[config.mk]
export PLATFORM = sky130hd
export DESIGN_NAME = obl_config_loader
export DESIGN_NICKNAME = d
export VERILOG_FILES = /design/src/logic/obl_pkg.sv /design/src/logic/obl_config_loader.sv /design/src/logic/obl_option_store.sv /design/src/logic/obl_boot_area_decode.sv
export VERILOG_INCLUDE_DIRS = /design/src /design/src/logic
export SDC_FILE = /design/constraint.sdc
export NUM_CORES = 1
export LEC_CHECK = 0
export BUFFER_PORTS_ARGS = -buffer_cell sky130_fd_sc_hd__buf_2
export CAP_MARGIN = 10
export CORE_ASPECT_RATIO = 2
export CORE_MARGIN = 4
export CORE_UTILIZATION = 25
export CTS_CLUSTER_SIZE = 40
export DETAILED_ROUTE_END_ITERATION = 8
export SETUP_SLACK_MARGIN = 0.05
export SYNTH_ARGS = -nofsm -noshare
export SYNTH_HDL_FRONTEND = slang
export SYNTH_SLANG_ARGS = --single-unit
[constraint.sdc]
create_clock -name clk -period 4.3 [get_ports clk]
set_input_delay 0.645 -clock clk [delete_from_list [all_inputs] [get_ports clk]]
set_output_delay 0.645 -clock clk [all_outputs]
set_load 0.01 [all_outputs]
[src/logic/obl_consts.svh]
`ifndef OBL_CONSTS_SVH
`define OBL_CONSTS_SVH

// option byte addresses
`define OBL_ADDR_PROT   16'h4800
`define OBL_ADDR_BAREA  16'h4802
`define OBL_ADDR_RSVD   16'h4807
`define OBL_ADDR_WDOG   16'h4808
`define OBL_ADDR_OSC    16'h4809
`define OBL_ADDR_BROWN  16'h480A
`define OBL_ADDR_BSEL_H 16'h480B
`define OBL_ADDR_BSEL_L 16'h480C

// storage slots
`define OBL_NUM_OPT     8
`define OBL_IDX_W       3
`define OBL_IDX_PROT    3'h0
`define OBL_IDX_BAREA   3'h1
`define OBL_IDX_RSVD    3'h2
`define OBL_IDX_WDOG    3'h3
`define OBL_IDX_OSC     3'h4
`define OBL_IDX_BROWN   3'h5
`define OBL_IDX_BSEL_H  3'h6
`define OBL_IDX_BSEL_L  3'h7
`define OBL_IDX_LAST    3'h7

// factory values and write masks
`define OBL_RST_ZERO    8'h00
`define OBL_RST_BROWN   8'h01
`define OBL_MASK_FULL   8'hFF
`define OBL_MASK_LOW4   8'h0F
`define OBL_MASK_NONE   8'h00

// readout protection
`define OBL_PROT_OPEN   8'hAA

// boot area size codes
`define OBL_BAREA_NONE  8'h00
`define OBL_BAREA_VECT  8'h01
`define OBL_BAREA_TWO   8'h02
`define OBL_BAREA_CAP   8'hFE
`define OBL_BAREA_MAXPG 8'hFE
`define OBL_PAGE_ONE    8'h01
`define OBL_PAGE_ZERO   8'h00

// field positions
`define OBL_BIT_IWD_HW    0
`define OBL_BIT_IWD_HALT  1
`define OBL_BIT_WWD_HW    2
`define OBL_BIT_WWD_HALT  3
`define OBL_FAST_HI       1
`define OBL_FAST_LO       0
`define OBL_SLOW_HI       3
`define OBL_SLOW_LO       2
`define OBL_BIT_BROWN_EN  0
`define OBL_BROWN_TH_HI   3
`define OBL_BROWN_TH_LO   1

// oscillator settle counts
`define OBL_SETTLE_W      13
`define OBL_SETTLE_C0     13'h0001
`define OBL_SETTLE_C1     13'h0010
`define OBL_SETTLE_C2     13'h0200
`define OBL_SETTLE_C3     13'h1000

`endif

[src/logic/obl_pkg.sv]
package obl_pkg;

  typedef logic [7:0] obl_byte_t;

  typedef enum logic [1:0] {
    OBL_LOAD = 2'b01,
    OBL_RUN  = 2'b10
  } obl_state_t;

endpackage : obl_pkg

[src/logic/obl_config_loader.sv]
`include "obl_consts.svh"

module obl_config_loader
  import obl_pkg::*;
(
  // clock and resets
  input  wire logic                      clk,
  input  wire logic                      rst_n,
  input  wire logic                      porRst_n,
  // option byte write
  input  wire logic                      optWrEn,
  input  wire logic [15:0]               optWrAddr,
  input  wire obl_byte_t                 optWrData,
  input  wire logic                      optWrDebugLink,
  output logic                           optWrDone,
  output logic                           optWrRefused,
  // option byte read
  input  wire logic                      optRdEn,
  input  wire logic [15:0]               optRdAddr,
  output obl_byte_t                      optRdData,
  output logic                           optRdValid,
  // power modes
  input  wire logic                      haltMode,
  input  wire logic                      activeHaltMode,
  // debug memory access
  input  wire logic                      dbgMemReq,
  output logic                           dbgMemGrant,
  // load status
  output logic                           cfgValid,
  output logic                           bootCheckStrobe,
  output logic [15:0]                    bootSelectWord,
  // memory protection
  output logic                           readoutProtect,
  output logic                           bootAreaEn,
  output logic                           bootVectorsOnly,
  output logic                           bootReadProt,
  output logic                           bootWriteProt,
  output obl_byte_t                      bootLastPage,
  // watchdogs
  output logic                           indepWdgHwStart,
  output logic                           indepWdgHaltStop,
  output logic                           indepWdgFreeze,
  output logic                           winWdgHwStart,
  output logic                           winWdgHaltReset,
  output logic                           winWdgFreeze,
  output logic                           winWdgResetReq,
  // oscillators
  output logic [`OBL_SETTLE_W-1:0]       fastOscSettleCount,
  output logic [`OBL_SETTLE_W-1:0]       slowOscSettleCount,
  // brownout
  output logic                           brownoutEn,
  output logic [2:0]                     brownoutThreshold
);

  function automatic obl_byte_t imgByte(input logic [8*`OBL_NUM_OPT-1:0] img,
                                        input logic [`OBL_IDX_W-1:0]     idx);
    imgByte = img[8*idx +: 8];
  endfunction : imgByte

  function automatic logic [`OBL_SETTLE_W-1:0] settleCycles(input logic [1:0] code);
    unique case (code)
      2'h0:    settleCycles = `OBL_SETTLE_C0;
      2'h1:    settleCycles = `OBL_SETTLE_C1;
      2'h2:    settleCycles = `OBL_SETTLE_C2;
      2'h3:    settleCycles = `OBL_SETTLE_C3;
    endcase
  endfunction : settleCycles

  obl_state_t                  state_q;
  obl_state_t                  state_d;
  logic [`OBL_IDX_W-1:0]       loadIdx_q;
  logic [`OBL_IDX_W-1:0]       loadIdx_d;
  obl_byte_t                   act_q [`OBL_NUM_OPT];
  logic [`OBL_NUM_OPT-1:0]     actLoad;
  logic                        haltPrev_q;
  logic [8*`OBL_NUM_OPT-1:0]   storeImg;
  logic                        wrAccept;
  logic                        rdHit;
  logic [`OBL_IDX_W-1:0]       rdIdx;
  wire                         running;
  wire                         storeWrEn;
  wire                         protOpen;
  wire                         anyHalt;
  wire                         haltEntry;
  obl_byte_t                   wdogByte;
  obl_byte_t                   oscByte;
  obl_byte_t                   brownByte;
  logic                        decAreaEn;
  logic                        decVectOnly;
  logic                        decReadProt;
  logic                        decWriteProt;
  obl_byte_t                   decLastPage;

  assign running   = (state_q == OBL_RUN);
  // writes are refused until the load walk is finished
  assign storeWrEn = optWrEn && running;
  assign protOpen  = (act_q[`OBL_IDX_PROT] == `OBL_PROT_OPEN);
  assign anyHalt   = haltMode || activeHaltMode;
  assign haltEntry = haltMode && !haltPrev_q;
  assign wdogByte  = act_q[`OBL_IDX_WDOG];
  assign oscByte   = act_q[`OBL_IDX_OSC];
  assign brownByte = act_q[`OBL_IDX_BROWN];

  obl_option_store uStore (
    .clk         (clk),
    .porRst_n    (porRst_n),
    .wrEn        (storeWrEn),
    .wrAddr      (optWrAddr),
    .wrData      (optWrData),
    .wrDebugLink (optWrDebugLink),
    .wrAccept    (wrAccept),
    .rdAddr      (optRdAddr),
    .rdHit       (rdHit),
    .rdIdx       (rdIdx),
    .image       (storeImg)
  );

  obl_boot_area_decode uBootArea (
    .sizeCode    (act_q[`OBL_IDX_BAREA]),
    .areaEn      (decAreaEn),
    .vectorsOnly (decVectOnly),
    .readProt    (decReadProt),
    .writeProt   (decWriteProt),
    .lastPage    (decLastPage)
  );

  // load walk, one slot per cycle after reset
  always_comb
  begin
    state_d   = state_q;
    loadIdx_d = loadIdx_q;
    unique case (state_q)
      OBL_LOAD:
      begin
        loadIdx_d = loadIdx_q + 1'b1;
        if (loadIdx_q == `OBL_IDX_LAST)
          state_d = OBL_RUN;
      end
      OBL_RUN:
        loadIdx_d = loadIdx_q;
      default:
        state_d = OBL_LOAD;
    endcase
  end

  // protection and boot size only refresh on the reset walk
  always_comb
  begin
    for (int i = 0; i < `OBL_NUM_OPT; i++)
      actLoad[i] = (state_q == OBL_LOAD) ? (int'(loadIdx_q) == i)
                 : (i != int'(`OBL_IDX_PROT)) && (i != int'(`OBL_IDX_BAREA));
  end

  always_ff @(posedge clk)
  begin
    if (!rst_n)
    begin
      state_q    <= OBL_LOAD;
      loadIdx_q  <= '0;
      haltPrev_q <= 1'b0;
      for (int i = 0; i < `OBL_NUM_OPT; i++)
        act_q[i] <= (i == int'(`OBL_IDX_BROWN)) ? `OBL_RST_BROWN : `OBL_RST_ZERO;
    end
    else
    begin
      state_q    <= state_d;
      loadIdx_q  <= loadIdx_d;
      haltPrev_q <= haltMode;
      for (int i = 0; i < `OBL_NUM_OPT; i++)
        if (actLoad[i])
          act_q[i] <= imgByte(storeImg, `OBL_IDX_W'(i));
    end
  end

  // bus answers
  always_ff @(posedge clk)
  begin
    if (!rst_n)
    begin
      optWrDone    <= 1'b0;
      optWrRefused <= 1'b0;
      optRdValid   <= 1'b0;
      optRdData    <= `OBL_RST_ZERO;
      dbgMemGrant  <= 1'b0;
    end
    else
    begin
      optWrDone    <= wrAccept;
      optWrRefused <= optWrEn && !wrAccept;
      optRdValid   <= optRdEn;
      optRdData    <= (optRdEn && rdHit) ? imgByte(storeImg, rdIdx) : `OBL_RST_ZERO;
      dbgMemGrant  <= dbgMemReq && running && protOpen;
    end
  end

  // settings handed to the consuming units
  always_ff @(posedge clk)
  begin
    if (!rst_n)
    begin
      cfgValid           <= 1'b0;
      bootCheckStrobe    <= 1'b0;
      bootSelectWord     <= '0;
      readoutProtect     <= 1'b1;
      bootAreaEn         <= 1'b0;
      bootVectorsOnly    <= 1'b0;
      bootReadProt       <= 1'b0;
      bootWriteProt      <= 1'b0;
      bootLastPage       <= `OBL_PAGE_ZERO;
      indepWdgHwStart    <= 1'b0;
      indepWdgHaltStop   <= 1'b0;
      indepWdgFreeze     <= 1'b0;
      winWdgHwStart      <= 1'b0;
      winWdgHaltReset    <= 1'b0;
      winWdgFreeze       <= 1'b0;
      winWdgResetReq     <= 1'b0;
      fastOscSettleCount <= `OBL_SETTLE_C0;
      slowOscSettleCount <= `OBL_SETTLE_C0;
      brownoutEn         <= 1'b1;
      brownoutThreshold  <= '0;
    end
    else
    begin
      cfgValid           <= running;
      bootCheckStrobe    <= running && !cfgValid;
      bootSelectWord     <= {act_q[`OBL_IDX_BSEL_H], act_q[`OBL_IDX_BSEL_L]};
      readoutProtect     <= !protOpen;
      bootAreaEn         <= decAreaEn;
      bootVectorsOnly    <= decVectOnly;
      bootReadProt       <= decReadProt;
      bootWriteProt      <= decWriteProt;
      bootLastPage       <= decLastPage;
      indepWdgHwStart    <= wdogByte[`OBL_BIT_IWD_HW];
      indepWdgHaltStop   <= wdogByte[`OBL_BIT_IWD_HALT];
      indepWdgFreeze     <= anyHalt && wdogByte[`OBL_BIT_IWD_HALT];
      winWdgHwStart      <= wdogByte[`OBL_BIT_WWD_HW];
      winWdgHaltReset    <= wdogByte[`OBL_BIT_WWD_HALT];
      winWdgFreeze       <= haltMode && !wdogByte[`OBL_BIT_WWD_HALT];
      winWdgResetReq     <= haltEntry && wdogByte[`OBL_BIT_WWD_HALT];
      fastOscSettleCount <= settleCycles(oscByte[`OBL_FAST_HI:`OBL_FAST_LO]);
      slowOscSettleCount <= settleCycles(oscByte[`OBL_SLOW_HI:`OBL_SLOW_LO]);
      brownoutEn         <= brownByte[`OBL_BIT_BROWN_EN];
      brownoutThreshold  <= brownByte[`OBL_BROWN_TH_HI:`OBL_BROWN_TH_LO];
    end
  end

  wire protAddr = (optWrAddr == `OBL_ADDR_PROT) || (optWrAddr == `OBL_ADDR_BAREA);
endmodule : obl_config_loader

[src/logic/obl_option_store.sv]
`include "obl_consts.svh"

module obl_option_store
  import obl_pkg::*;
(
  // clock and storage reset
  input  wire logic                       clk,
  input  wire logic                       porRst_n,
  // write request
  input  wire logic                       wrEn,
  input  wire logic [15:0]                wrAddr,
  input  wire obl_byte_t                  wrData,
  input  wire logic                       wrDebugLink,
  output logic                            wrAccept,
  // read lookup
  input  wire logic [15:0]                rdAddr,
  output logic                            rdHit,
  output logic [`OBL_IDX_W-1:0]           rdIdx,
  // stored image
  output logic [8*`OBL_NUM_OPT-1:0]       image
);

  obl_byte_t mem_q [`OBL_NUM_OPT];

  function automatic logic [`OBL_IDX_W:0] addrDecode(input logic [15:0] a);
    unique case (a)
      `OBL_ADDR_PROT:   addrDecode = {1'b1, `OBL_IDX_PROT};
      `OBL_ADDR_BAREA:  addrDecode = {1'b1, `OBL_IDX_BAREA};
      `OBL_ADDR_RSVD:   addrDecode = {1'b1, `OBL_IDX_RSVD};
      `OBL_ADDR_WDOG:   addrDecode = {1'b1, `OBL_IDX_WDOG};
      `OBL_ADDR_OSC:    addrDecode = {1'b1, `OBL_IDX_OSC};
      `OBL_ADDR_BROWN:  addrDecode = {1'b1, `OBL_IDX_BROWN};
      `OBL_ADDR_BSEL_H: addrDecode = {1'b1, `OBL_IDX_BSEL_H};
      `OBL_ADDR_BSEL_L: addrDecode = {1'b1, `OBL_IDX_BSEL_L};
      default:          addrDecode = '0;
    endcase
  endfunction : addrDecode

  logic                  wrHit;
  logic [`OBL_IDX_W-1:0] wrIdx;
  wire                   wrLocked;
  obl_byte_t             wrMask;

  assign {wrHit, wrIdx} = addrDecode(wrAddr);
  assign {rdHit, rdIdx} = addrDecode(rdAddr);

  // protection and boot area only from the debug link
  assign wrLocked = (wrIdx == `OBL_IDX_PROT) || (wrIdx == `OBL_IDX_BAREA);
  assign wrAccept = wrEn && wrHit && (wrDebugLink || !wrLocked);

  // reserved slot and reserved upper bits hold zero
  assign wrMask = (wrIdx == `OBL_IDX_RSVD) ? `OBL_MASK_NONE :
                  (wrIdx == `OBL_IDX_WDOG || wrIdx == `OBL_IDX_OSC || wrIdx == `OBL_IDX_BROWN)
                  ? `OBL_MASK_LOW4 : `OBL_MASK_FULL;

  always_ff @(posedge clk)
  begin
    if (!porRst_n)
    begin
      for (int i = 0; i < `OBL_NUM_OPT; i++)
        mem_q[i] <= (i == int'(`OBL_IDX_BROWN)) ? `OBL_RST_BROWN : `OBL_RST_ZERO;
    end
    else if (wrAccept)
      mem_q[wrIdx] <= wrData & wrMask;
  end

  for (genvar g = 0; g < `OBL_NUM_OPT; g++)
  begin : gImg
    assign image[8*g +: 8] = mem_q[g];
  end

endmodule : obl_option_store

[src/logic/obl_boot_area_decode.sv]
`include "obl_consts.svh"

module obl_boot_area_decode
  import obl_pkg::*;
(
  // size code
  input  wire obl_byte_t  sizeCode,
  // decoded area
  output logic            areaEn,
  output logic            vectorsOnly,
  output logic            readProt,
  output logic            writeProt,
  output obl_byte_t       lastPage
);

  wire isNone = (sizeCode == `OBL_BAREA_NONE);
  wire isVect = (sizeCode == `OBL_BAREA_VECT);
  wire isTwo  = (sizeCode == `OBL_BAREA_TWO);
  wire isCap  = (sizeCode >= `OBL_BAREA_CAP);

  assign areaEn      = !isNone;
  assign vectorsOnly = isVect || isTwo;
  assign readProt    = isTwo;
  assign writeProt   = !isNone && !isVect;
  // pages 0 to code-1; codes 254 and up give page 254
  assign lastPage    = isCap ? `OBL_BAREA_MAXPG :
                       (isNone || isVect) ? `OBL_PAGE_ZERO : sizeCode - `OBL_PAGE_ONE;

endmodule : obl_boot_area_decode

# --- After elaboration in Yosys (flattened, before gate mapping) ---
# Memories as Yosys holds them, arrays and structs flattened. A register that Yosys moved wholly into a read port is not among the register bits.
# Index checks and enable logic that the tools add are counted.
op_classes:
  shifts: 1
  mux: 58
  magnitude_cmp: 1
  bitwise: 11
  reduce_logical: 40
  eq_ne: 41
  add_sub_neg: 2
op_table:
  columns: ["op", "n"]
  rows:
  - ["$eq 16x15->1 const B", 16]
  - ["$mux 8", 13]
  - ["$pmux 13 s4", 2]
  - ["$pmux 4 s8", 2]
  - ["$shiftx 64x7->8", 1]
  - ["$mux 1", 38]
  - ["$eq 3x3->1 const B", 7]
  - ["$logic_and 1x1->1", 13]
  - ["$eq 3x2->1 const B", 4]
  - ["$logic_not 1->1", 11]
  - ["$eq 2x2->1 const B", 5]
  - ["$and 8x8->8", 1]
  - ["$eq 8x1->1 const B", 1]
  - ["$eq 8x2->1 const B", 1]
  - ["$eq 8x8->1 const B", 1]
  - ["$ge 8x8->1 const B", 1]
  - ["$logic_not 8->1", 1]
  - ["$or 1x1->1", 8]
  - ["$reduce_or 8->1", 1]
  - ["$sub 8x1->8 const B", 1]
  - ["$logic_or 1x1->1", 7]
  - ["$eq 2x1->1 const B", 3]
  - ["$eq 3x1->1 const B", 2]
  - ["$logic_not 3->1", 2]
  - ["9 further kinds", 12]
totals:
  reg_bits: 66
  wordCells: 182
  n_memories: 2
  ramBits: 128
mem_list:
  columns: ["name", "words", "width", "rd", "rd_clocked_by_memory_dff", "wr", "line", "source"]
  rows:
  - ["act_q", 8, 8, 7, 3, 8, "obl_config_loader.sv:73", "obl_byte_t act_q [`OBL_NUM_OPT];"]
  - ["uStore.mem_q", 8, 8, 8, 0, 8, "obl_option_store.sv:23", "obl_byte_t mem_q [`OBL_NUM_OPT];"]

# --- Depth between registers and ports, before layout ---
# Gate-level depths: netlist of run 1.
logic_depth:
  depth_word: 12
  ltp_mapped: 7
  depth_no_buf: 6

# --- Cells and area by module ---
# Synthesis of run 1 repeated with hierarchy kept, for this count alone.
hier_totals:
  hier_cells: 580
  hier_area_um2: 7333.3
modules_own_cells:
  columns: ["mod", "area_per_inst_um2", "seq_area_each_um2", "cells_per_inst", "instances"]
  rows:
  - ["obl_config_loader", 4421.7, 2682.6, 358, 1]
  - ["obl_option_store", 2647.5, 1921.8, 186, 1]
  - ["obl_boot_area_decode", 264.0, 0.0, 36, 1]

# --- Worst setup path after synthesis of run 1 ---
# Ideal clock, no wire load.
synth_timing:
  path_kind: "input port to flip-flop"
  start: "input optWrAddr[13]"
  end: "memory uStore.mem_q[6][0] (netlist name), enable pin"
  setup_time_ns: 0.384
  path_slack_ns: 1.959
  t_required_ns: 3.916
  n_path_buf: 0
  cell_stages: 4
  arrival_ns: 1.957
  cell_sequence: "nor4b_1 and3_1 nand4_1 o21ai_0"
synth_rtl:
  columns: ["item", "line", "source"]
  rows:
  - ["from (decl)", "obl_config_loader.sv:12", "input wire logic [15:0] optWrAddr,"]
  - ["to (decl)", "obl_option_store.sv:23", null]

# --- Worst setup path after layout of run 1 ---
layout_timing:
  start: "input optRdAddr[13]"
  end: "register optRdData[7]"
layout_via:
  elab_chain_cells: 4
  word_cells_on_any_way: 12
layout_lines:
  columns: ["item", "line", "source"]
  rows:
  - ["from (decl)", "obl_config_loader.sv:19", "input wire logic [15:0] optRdAddr,"]
  - ["$eq 16x15->1", "obl_option_store.sv:26", "unique case (a)"]
  - ["$pmux 4 s8 *", "obl_option_store.sv:26", null]
  - ["parallel branches: the longest is 2 deep, another holds $shiftx 64x7->8", null, null]
  - ["to (signal assigned)", "obl_config_loader.sv:183", "optRdData <= `OBL_RST_ZERO;"]
  - ["to (signal assigned)", "obl_config_loader.sv:191", "optRdData <= (optRdEn && rdHit) ? imgByte(storeImg, rdIdx) : `OBL_RST_ZERO;"]
  - ["to (decl)", "obl_config_loader.sv:20", "output obl_byte_t optRdData,"]
# Every way passes the cells marked *.
# A chain may end at the register's enable or synchronous reset.

==> run summary, run 1 <==
Status: complete, no violations
Post-synthesis compound-gate area fraction: 7.40%
Final total negative setup slack: 0 ns
Gr ovfl total: 0
Final Hold Vio Count: 0
Clock tree buffer depth: 2
Die width: 127 um
Simple-gate share of the synthesized area: 21.7%
Top cells by area, synth: edfxtp_1 46%, dfxtp_1 19%, and2_1 9.7%
Initial antenna violation count: 0
Syn avg cell area: 12.2 um2
WS Path Type: in -> reg
Top-area cell type share of the netlist area: 45.5%
Num rows: 87
Largest net degree at the start of global routing: 57
Post-CTS sizing: 0
Starting density of the core: 25.3%
# fillers: 2,817
Cts-stage hold buffer count: 0
Cts bufs inserted: 17
DR WL/cell: 15.4 um
DRT antenna net count: 0
Overall Global Routing Usage: 10.9%
Avg Vias per Cell: 4.24
# DRC: 0
CP Data Required Time: 4.66 ns
Post-synth EDFFs: 108
Multiplexer share of the synthesized area: 0%
Final-stage net count: 781
Initial drt markers: 205
Final setup margin: 1.63 ns
Max-Cap Viols: 0
DIE AREA: 31,400 um2
Hpwl dp: 13,600 um
Min cycle time layout: 2.67 ns
CP Launch Type: input port
Ys Warns: 0
Syn Std Cell Area: 7120 um2
Top Ports: 129
Delay-heaviest family, CP: simple AND/OR/NAND/NOR gates
Worst VDD drop: 0.258 mV
Async set-reset flop share out of synthesis: 0%
Period utilisation layout: 62.1%
Cell Chain, Critical Path: buf_2 -> or4b_4 -> nor3_4 -> buf_4 -> and2_1 -> buf_4 -> a211oi_1 -> o22ai_1
Vias in the first global route: 4,673
CP peak stage delay: 0.81 ns
Layout cell share with drive strength beyond 1: 22.6%
H-Tree Depth: 4
Hold WS: 0.398 ns
Pleak: 3.62 nW
Port bufs: 110
RSZ-0062 raised after global routing: no
Crit-path slowest cell: and2_1
Post-synthesis sequential area ratio: 64.7%
Max FO, Critical Path: 28
Seq cells post-synth: 176
Post-Synthesis Cells: 585
Final setup viols: 0
Total power: 3.63 mW
PD cells: 419 nW/um2
Post-synth top area cell: edfxtp_1
Place WS: 1.19 ns
Worst-case clock skew: 0.00638 ns
Placer's final routability congestion estimate: 0.866
Clock Sinks: 176
Clock root cell: clkbuf_16
Type of the tightest min-delay check: reg -> reg
Main synth FF type: edfxtp_1
Final wirelength: 16,800 um
Worst-Margin Slew: 0.979 ns
Clk_lat worst skew: 0.43 ns
Max-slew violations: 0
Clk slew on worst S/H paths: 0.07 ns
DR vias: 4,627
Ant. Diodes: 0
Xor and xnor area share after synthesis: 0.615%
Data arrival, critical path: 3.03 ns
Main combinational cell family by area after synthesis: simple AND/OR/NAND/NOR gates
Slew headroom: 34.7%
CTS tree: done
Post-CTS Setup Repair Bufs: 0
Crit end category: flop
Buffer and inverter count on the worst path: 3
First-pass GRT wire length: 25,500 um
Most used cell, CP: buf_4
Netlist cell types: 46
Max Fclk: 0.375 GHz
Die Span Y: 247 um
Adder-cell share of the synthesized area: 1.58%
Core Area: 28,200 um2
TritonRoute pass-1 iters: 5
P&R area growth vs syn: 21.5%
## area by class of cell
| class | count | area [um2] | share of cell area [%] |
|---|---|---|---|
| Clock buffer | 17 | 425 | 4.92 |
| Clock inverter | 15 | 140 | 1.62 |
| Inverter | 12 | 45.0 | 0.520 |
| Multi-Input combinational cell | 397 | 2380 | 27.5 |
| Sequential cell | 176 | 4600 | 53.2 |
| Tap cell | 356 | 445 | 5.15 |
| Timing Repair Buffer | 119 | 618 | 7.14 |
## stage by stage
step	instance area (um2)	instances	util, %
CTS	8650	1092	30.7
detailed placement	8090	1060	28.7
global placement	8090	1060	28.7
finish	8650	1092	30.7
floorplan	7260	622	-
global route	8650	1092	30.7
## worst reg2reg max path: cells and delay by family, from the launching register on
kind             cells  cell delay [ns]
and+or+nand+nor      5             1.75
DFF                  1             0.34
## where the power goes
| part | internal, mW | switching (mW) |
|---|---|---|
| Clock | 0.766 | 0.699 |
| Sequential | 1.89 | 0.0403 |
| Combinational | 0.0873 | 0.151 |
| Total | 2.74 | 0.890 |
## placed cells by master, fill, tap and decap left out, types with 17 or more instances in the layout
cell type,n
a211oi_1,17
and2_1,110
and3_1,22
buf_2,110
clkbuf_16,17
conb_1,38
dfxtp_1,68
edfxtp_1,108
nand2_1,59
nor2_1,24
## Yosys cell counts (4+ instances only)
cell type,count
clkbuf_1,12
nor2b_1,4
inv_1,12
nand4_1,4
edfxtp_1,108
ha_1,9
nand2_1,59
a211oi_1,17
nor3_1,6
and2_1,110
and3_1,22
o22ai_1,6
dfxtp_1,68
a31o_1,16
nor2_1,24
a21oi_1,10
buf_4,20
or3_1,4
xnor2_1,4
o21ai_0,11
nand2b_1,14
and3_2,6
## cell families (layout without fill, tap and decap cells)
logic type,Yosys count,in the layout
AO/OA/AOI/OAI,73,73
XOR/XNOR,5,5
adder cells (fa/ha/maj),9,9
buffers and inverters,49,163
flip-flops,176,176
other,1,38
AND/OR/NAND/NOR,272,272
## final timing paths
check	startpoint	to	slack [ns]	cells after the start
min	haltPrev_q$_SDFF_PN0_	winWdgResetReq$_SDFF_PN0_	0.40	1
max	optRdAddr[13]	optRdData[7]$_SDFF_PN0_	1.63	8
max reg2reg	state_q[1]$_SDFFE_PN0P_	uStore.mem_q[0][1]$_SDFFCE_PN0P_	1.88	5
min reg2reg	haltPrev_q$_SDFF_PN0_	winWdgResetReq$_SDFF_PN0_	0.40	1
## layer usage
metal  up-vias  GRT usage (%)  share of wire [%]
met5         -              0                  0
met4         0           8.43                6.7
met3        47           2.70                5.7
met2       139           20.7                 56
met1      2162           9.53                 32
li1       2279              -                  -
## state kept, by name (all words and copies together), names as in the netlist, 2 cells and up
name                flops
slowOscSettleCount      4
loadIdx_q               3
optRdData               8
state_q                 2
bootSelectWord         16
bootLastPage            8
brownoutThreshold       3
act_q                  44
fastOscSettleCount      4
uStore.mem_q           64
No activity file was read; power rests on OpenSTA's default activity.
==> inputs of run 2 (changes only) <==
==> constraint.sdc (replaced) <==
create_clock -name clk -period 2.2 [get_ports clk]
set_input_delay 0.33 -clock clk [delete_from_list [all_inputs] [get_ports clk]]
set_output_delay 0.33 -clock clk [all_outputs]
set_load 0.01 [all_outputs]
==> run 2 against run 1 <==
  * Setup slack got worse by 1.4 ns
  * Sequential cell count did not move
  * Final cell count rose by 2.3%
  * Sequential share of layout area fell by 1.6 points
  * Largest cell class unchanged
  * Total power rose by 99%
  * Hold slack got worse by 0.29 ns
  * Global-route usage rose by 0.31 points
  * Design area rose by 3.0%
  * Register-to-register slack got worse by 1.7 ns
  * Clock power rose by 100%
  * Clock skew rose by 0.0034 ns
  * Non-clock buffer count rose by 25
==> run summary, run 2 (synthesized netlist as in run 1, its figures left out) <==
Die Span Y: 247 um (unchanged)
Clock Sinks: 176 (unchanged)
Type of the tightest min-delay check: in -> reg
Max FO, Critical Path: 9 (-68%)
Top reg by flops: uStore.mem_q
Starting density of the core: 25.3% (unchanged)
Clock root cell: clkbuf_16
Avg Vias per Cell: 4.19 (-1.0%)
Port bufs: 110 (unchanged)
Part of the power in combinational logic: 6.7% (about the same)
Max-slew violations: 0 (unchanged)
Status: complete, no violations
Switch share: 22.7% (-1.9 points)
Min cycle time layout: 2.00 ns
Switch Pwr: 1.64 mW (+84%)
R2r setup slk: 0.20 ns (-1.68 ns)
Final setup viols: 0 (unchanged)
Layout cell share with drive strength beyond 1: 24.7% (+2.1 points)
Final wirelength: 17,000 um (+1.4%)
Vias in the first global route: 4,758 (+1.8%)
Overall Global Routing Usage: 11.2% (+0.31 points)
CTS tree: done
WHS Endpoint: indepWdgFreeze$_SDFF_PN0_
DR WL/cell: 15.2 um (-0.84%)
Clk slew on worst S/H paths: 0.07 ns (about the same)
DR vias: 4,685 (+1.3%)
Cts-stage hold buffer count: 0 (unchanged)
Critical R2R Capture: uStore.mem_q[0][5]$_SDFFCE_PN0P_
Int Pwr: 5.59 mW (+100%)
Gr ovfl total: 0 (unchanged)
DRT antenna net count: 0 (unchanged)
Pleak: 3.76 nW (+4.1%)
Final total negative setup slack: 0 ns (unchanged)
First-pass GRT wire length: 26,300 um (+3.0%)
R2R depth: 7 (+2)
CP Data Required Time: 2.34 ns (-2.32 ns)
Max reg flops: 64 (unchanged)
Crit end category: flop
Data arrival, critical path: 2.14 ns (-0.89 ns)
Top Ports: 129 (unchanged)
Hold depth: 2 (+1)
Placer's final routability congestion estimate: 0.833 (-3.8%)
Final-stage net count: 806 (+3.2%)
Max-Cap Viols: 0 (unchanged)
Total power: 7.22 mW (+99%)
WS Path Type: reg -> reg
Hpwl dp: 13,600 um (+0.48%)
RSZ-0062 raised after global routing: no
Initial drt markers: 245 (+20%)
Max Fclk: 0.500 GHz
Largest net degree at the start of global routing: 57 (unchanged)
Clock tree buffer depth: 2 (unchanged)
Worst-Margin Slew: 0.546 ns (-0.433 ns)
Final Hold Vio Count: 0 (unchanged)
Num rows: 87 (unchanged)
Regs by FF count: uStore.mem_q x64, act_q x44, bootSelectWord x16
Clk_lat worst skew: 0.43 ns (about the same)
Hold wc startpoint: activeHaltMode
TritonRoute pass-1 iters: 6 (+1)
Period utilisation layout: 90.9%
Core Area: 28,200 um2 (unchanged)
Slew headroom: 63.6% (+29 points)
H-Tree Depth: 4 (unchanged)
Commonest cells after routing, fill and taps aside: 110 x and2_1, 110 x buf_2, 108 x edfxtp_1
DIE AREA: 31,400 um2 (unchanged)
Sequential share of power: 52.1% (-1.0 points)
Clk pwr share: 41.2% (+0.8 points)
Die width: 127 um (unchanged)
Worst r2r src: state_q[1]$_SDFFE_PN0P_
# fillers: 2,828 (+0.39%)
Initial antenna violation count: 0 (unchanged)
Cts bufs inserted: 17 (unchanged)
CP Launch Type: flop
P&R area growth vs syn: 25.2%
Worst-case clock skew: 0.00979 ns (+0.00341 ns)
Ant. Diodes: 0 (unchanged)
# DRC: 0 (unchanged)
PD cells: 810 nW/um2 (+93%)
Worst VDD drop: 0.498 mV (+94%)
==> run 2: changes by cell type in the layout (fill, tap and decap cells not counted), sizes merged <==
cell and delta:
clkbuf +5, inv -3, bufinv +1, buf +25
clkinv -3
==> run 2: cell type report <==
| cell class | count | area (um2) | area share [%] |
|---|---|---|---|
| Timing Repair Buffer | 144 | 856 | 9.60 |
| Clock buffer | 22 | 487 | 5.46 |
| Clock inverter | 10 | 98.8 | 1.11 |
| Sequential cell | 176 | 4600 | 51.6 |
| Inverter | 12 | 45.0 | 0.505 |
| Tap cell | 356 | 445 | 5.00 |
| Multi-Input combinational cell | 397 | 2380 | 26.7 |
==> run 2: critical path, stage by stage (launching register included) <==
cell      delay, ns
dfxtp_1        0.34
nor2b_1        0.17
and2_1         0.27
nand4_1        0.16
nor3_1         0.29
buf_4          0.21
nand2b_1       0.10
buf_4          0.16
==> run 2: routing by layer <==
metal	routed length (um)	global-route usage, %	part of all wire [%]
met5	0	0	0
met4	616	6.10	3.6
met3	739	2.66	4.3
met2	10100	22.4	59
met1	5540	10.0	33
==> run 2: power by group through the flow <==
stage / clock network (mW) / registers [mW] / logic [mW]
floorplan: 0 / 3.84 / 0.266
global placement: 0 / 3.83 / 0.482
detailed placement: 0 / 3.84 / 0.491
CTS: 3.06 / 3.77 / 0.492
global route: 3.20 / 3.78 / 0.548
finish: 2.97 / 3.76 / 0.484
==> run 2: per-stage QoR <==
| step | cell area, um2 | hold slack, ns | instances | setup WS [ns] | utilization [%] |
|---|---|---|---|---|---|
| 2_1_floorplan | 7260 | 0.373 | 622 | 0.174 | - |
| 3_3_place_gp | 8330 | 0.378 | 1085 | -0.104 | 29.5 |
| 3_5_place_dp | 8330 | 0.389 | 1085 | -0.0795 | 29.5 |
| 4_1_cts | 8910 | 0.0793 | 1117 | 0.170 | 31.6 |
| 5_1_grt | 8920 | 0.104 | 1117 | 0.0557 | 31.6 |
| 6_report | 8920 | 0.106 | 1117 | 0.201 | 31.6 |
==> run 2: how the worst max path moves through the flow <==
stage	start	to	cells after the start
after floorplan	optWrAddr[13]	uStore.mem_q[6][0]$_SDFFCE_PN0P_	4
after global placement	optRdAddr[13]	optRdData[7]$_SDFF_PN0_	7
after detailed placement	optWrAddr[13]	uStore.mem_q[0][5]$_SDFFCE_PN0P_	8
after CTS	state_q[1]$_SDFFE_PN0P_	uStore.mem_q[0][5]$_SDFFCE_PN0P_	7
after global routing	state_q[1]$_SDFFE_PN0P_	uStore.mem_q[0][7]$_SDFFCE_PN0P_	7
final	state_q[1]$_SDFFE_PN0P_	uStore.mem_q[0][5]$_SDFFCE_PN0P_	7
==> run 2: timing repair <==
item | CTS | global route
setup buffers | 0 | 0
hold endpoints to repair | 0 | 0
endpoints found under the setup margin | 0 | 1
resized for setup | 0 | 1
==> inputs of run 3 (changes only) <==
--- a/config.mk
+++ b/config.mk
@@ -9,10 +9,10 @@
 export BUFFER_PORTS_ARGS = -buffer_cell sky130_fd_sc_hd__buf_2
 export CAP_MARGIN = 10
 export CORE_ASPECT_RATIO = 2
-export CORE_MARGIN = 4
 export CORE_UTILIZATION = 25
 export CTS_CLUSTER_SIZE = 40
 export DETAILED_ROUTE_END_ITERATION = 8
+export MAX_ROUTING_LAYER = met4
 export SETUP_SLACK_MARGIN = 0.05
 export SYNTH_ARGS = -nofsm -noshare
 export SYNTH_HDL_FRONTEND = slang
==> run 3 against run 2 <==
  * First-iteration DRC count shrank 35%
  * Total power grew 1.4%
  * Final cell count is the same
  * Wire length shrank 1.9%
  * Die area shrank 7.0%
  * Combinational power grew 2%
  * Setup slack gained 0.048 ns
  * Critical path depth is the same
  * Clock-buffer cell count shrank 5
  * Non-clock buffer count grew 1
  * Global-route usage grew 1.0 points
  * Hold slack gained 0.0088 ns
  * Largest cell class unchanged
==> run summary, run 3 (synthesized netlist as in run 1, its figures left out) <==
Status: complete, no violations
First-pass GRT wire length: 24,900 um (-5.2%)
Top Ports: 129 (unchanged)
Final Hold Vio Count: 0 (unchanged)
Max reg flops: 64 (unchanged)
WS Path Type: reg -> reg
Period utilisation layout: 88.7% (-2.2 points)
Hold WS: 0.115 ns (+0.00882 ns)
DRT antenna net count: 0 (unchanged)
Clock tree buffer depth: 2 (unchanged)
Max-slew violations: 0 (unchanged)
Die Span Y: 241 um (-2.4%)
Clock root cell: clkbuf_16
Num rows: 87 (unchanged)
Worst VDD drop: 0.503 mV (+0.98%)
Crit end category: flop
Overall Global Routing Usage: 12.3% (+1.0 points)
Type of the tightest min-delay check: in -> reg
Clk_lat worst skew: 0.43 ns (about the same)
Regs by FF count: uStore.mem_q x64, act_q x44, bootSelectWord x16
R2R depth: 7 (unchanged)
Placer's final routability congestion estimate: 0.863 (+3.6%)
Data arrival, critical path: 2.09 ns (-0.05 ns)
Hold depth: 2 (unchanged)
DR WL/cell: 14.9 um (-1.9%)
Port bufs: 110 (unchanged)
Clock Sinks: 176 (unchanged)
Final-stage net count: 807 (+0.12%)
Max FO, Critical Path: 9 (unchanged)
Cts bufs inserted: 17 (unchanged)
Final setup viols: 0 (unchanged)
Fin area: 8950 um2 (+0.36%)
Initial antenna violation count: 0 (unchanged)
R2r setup slk: 0.25 ns (+0.05 ns)
Finished Core Util: 31.9% (+0.24 points)
Cts-stage hold buffer count: 0 (unchanged)
CP Launch Type: flop
Avg Vias per Cell: 4.19 (-0.13%)
Pleak: 3.77 nW (+0.12%)
Top reg by flops: uStore.mem_q
Vias in the first global route: 4,711 (-0.99%)
H-Tree Depth: 4 (unchanged)
Worst-case clock skew: 0.00894 ns (-0.000847 ns)
Final setup margin: 0.249 ns (+0.0484 ns)
Layout cell share with drive strength beyond 1: 25.0% (+0.26 points)
Hold wc startpoint: activeHaltMode
Clk slew on worst S/H paths: 0.06 ns (about the same)
P&R area growth vs syn: 25.7%
Die width: 121 um (-4.7%)
CP Data Required Time: 2.34 ns (about the same)
Critical R2R Capture: uStore.mem_q[0][7]$_SDFFCE_PN0P_
Post-CTS sizing: 0 (unchanged)
DR vias: 4,679 (-0.13%)
Final wirelength: 16,700 um (-1.9%)
Core Area: 28,100 um2 (-0.39%)
Final total negative setup slack: 0 ns (unchanged)
Worst r2r src: state_q[1]$_SDFFE_PN0P_
Cell area after placement: 8350 um2 (+0.24%)
Commonest cells after routing, fill and taps aside: 110 x and2_1, 110 x buf_2, 108 x edfxtp_1
CTS tree: done
Slew headroom: 63.7% (+0.089 points)
Place WS: -0.137 ns (-0.0576 ns)
Starting density of the core: 25.4% (+0.098 points)
Post-CTS Setup Repair Bufs: 0 (unchanged)
Worst-Margin Slew: 0.541 ns (-0.00460 ns)
DIE AREA: 29,200 um2 (-7.0%)
Ant. Diodes: 0 (unchanged)
Max-Cap Viols: 0 (unchanged)
Min cycle time layout: 1.95 ns (-0.0484 ns)
Hpwl dp: 13,500 um (-0.88%)
Initial drt markers: 160 (-35%)
RSZ-0062 raised after global routing: no
Largest net degree at the start of global routing: 57 (unchanged)
# DRC: 0 (unchanged)
PD cells: 818 nW/um2 (+1.0%)
TritonRoute pass-1 iters: 4 (-2)
Gr ovfl total: 0 (unchanged)
Max Fclk: 0.513 GHz (+2.5%)
WHS Endpoint: indepWdgFreeze$_SDFF_PN0_
[run 3: cell types whose count changed in the layout (fill, tap and decap cells not counted), moves of 2 or more]
cell / before / now
clkbuf_1: 3 / 0
inv_6: 2 / 8
inv_4: 3 / 0
clkbuf_16: 19 / 17
clkinv_4: 2 / 0
bufinv_16: 1 / 3
[run 3: layer usage]
layer | vias to the layer above | part of all wire (%) | GRT usage (%)
li1 | 2327 | - | -
met1 | 2205 | 33 | 9.92
met2 | 116 | 59 | 24.0
met3 | 31 | 3.4 | 2.58
met4 | 0 | 4.6 | 8.16
met5 | - | 0 | -
[run 3: area by class of cell]
type	count	area (um2)
Clock buffer	17	425
Clock inverter	14	176
Fill cell	2853	19100
Inverter	12	45.0
Multi-Input combinational cell	397	2380
Sequential cell	176	4600
Tap cell	356	445
Timing Repair Buffer	145	876
[run 3: power by group]
part	leakage (nW)	internal [mW]	switching [mW]
logic	1.81	0.192	0.303
clock network	0.290	1.80	1.26
registers	1.66	3.69	0.0772
total	3.77	5.68	1.64
[run 3: worst max path at each step]
stage                                  endpoint                     from  slack (ns)  depth (start not counted)
2_1_floorplan  uStore.mem_q[6][0]$_SDFFCE_PN0P_            optWrAddr[13]        0.17                          4
3_3_place_gp            optRdData[0]$_SDFF_PN0_            optRdAddr[13]       -0.16                          7
3_5_place_dp            optRdData[7]$_SDFF_PN0_            optRdAddr[13]       -0.14                          8
4_1_cts        uStore.mem_q[0][7]$_SDFFCE_PN0P_  state_q[1]$_SDFFE_PN0P_        0.22                          7
5_1_grt        uStore.mem_q[0][7]$_SDFFCE_PN0P_  state_q[1]$_SDFFE_PN0P_        0.10                          7
6_report       uStore.mem_q[0][7]$_SDFFCE_PN0P_  state_q[1]$_SDFFE_PN0P_        0.25                          7
[run 3: worst max-delay path: stages, from the launching register on]
cell	delay [ns]
dfxtp_1	0.34
nor2b_1	0.17
and2_1	0.26
nand4_1	0.15
nor3_1	0.27
buf_4	0.21
nand2b_1	0.13
buf_4	0.13
[run 3: stage by stage]
step | instances | power, mW
4_1_cts | 1117 | 7.41
3_5_place_dp | 1086 | 4.34
2_1_floorplan | 622 | 4.10
3_3_place_gp | 1086 | 4.33
5_1_grt | 1117 | 7.58
6_report | 1117 | 7.32
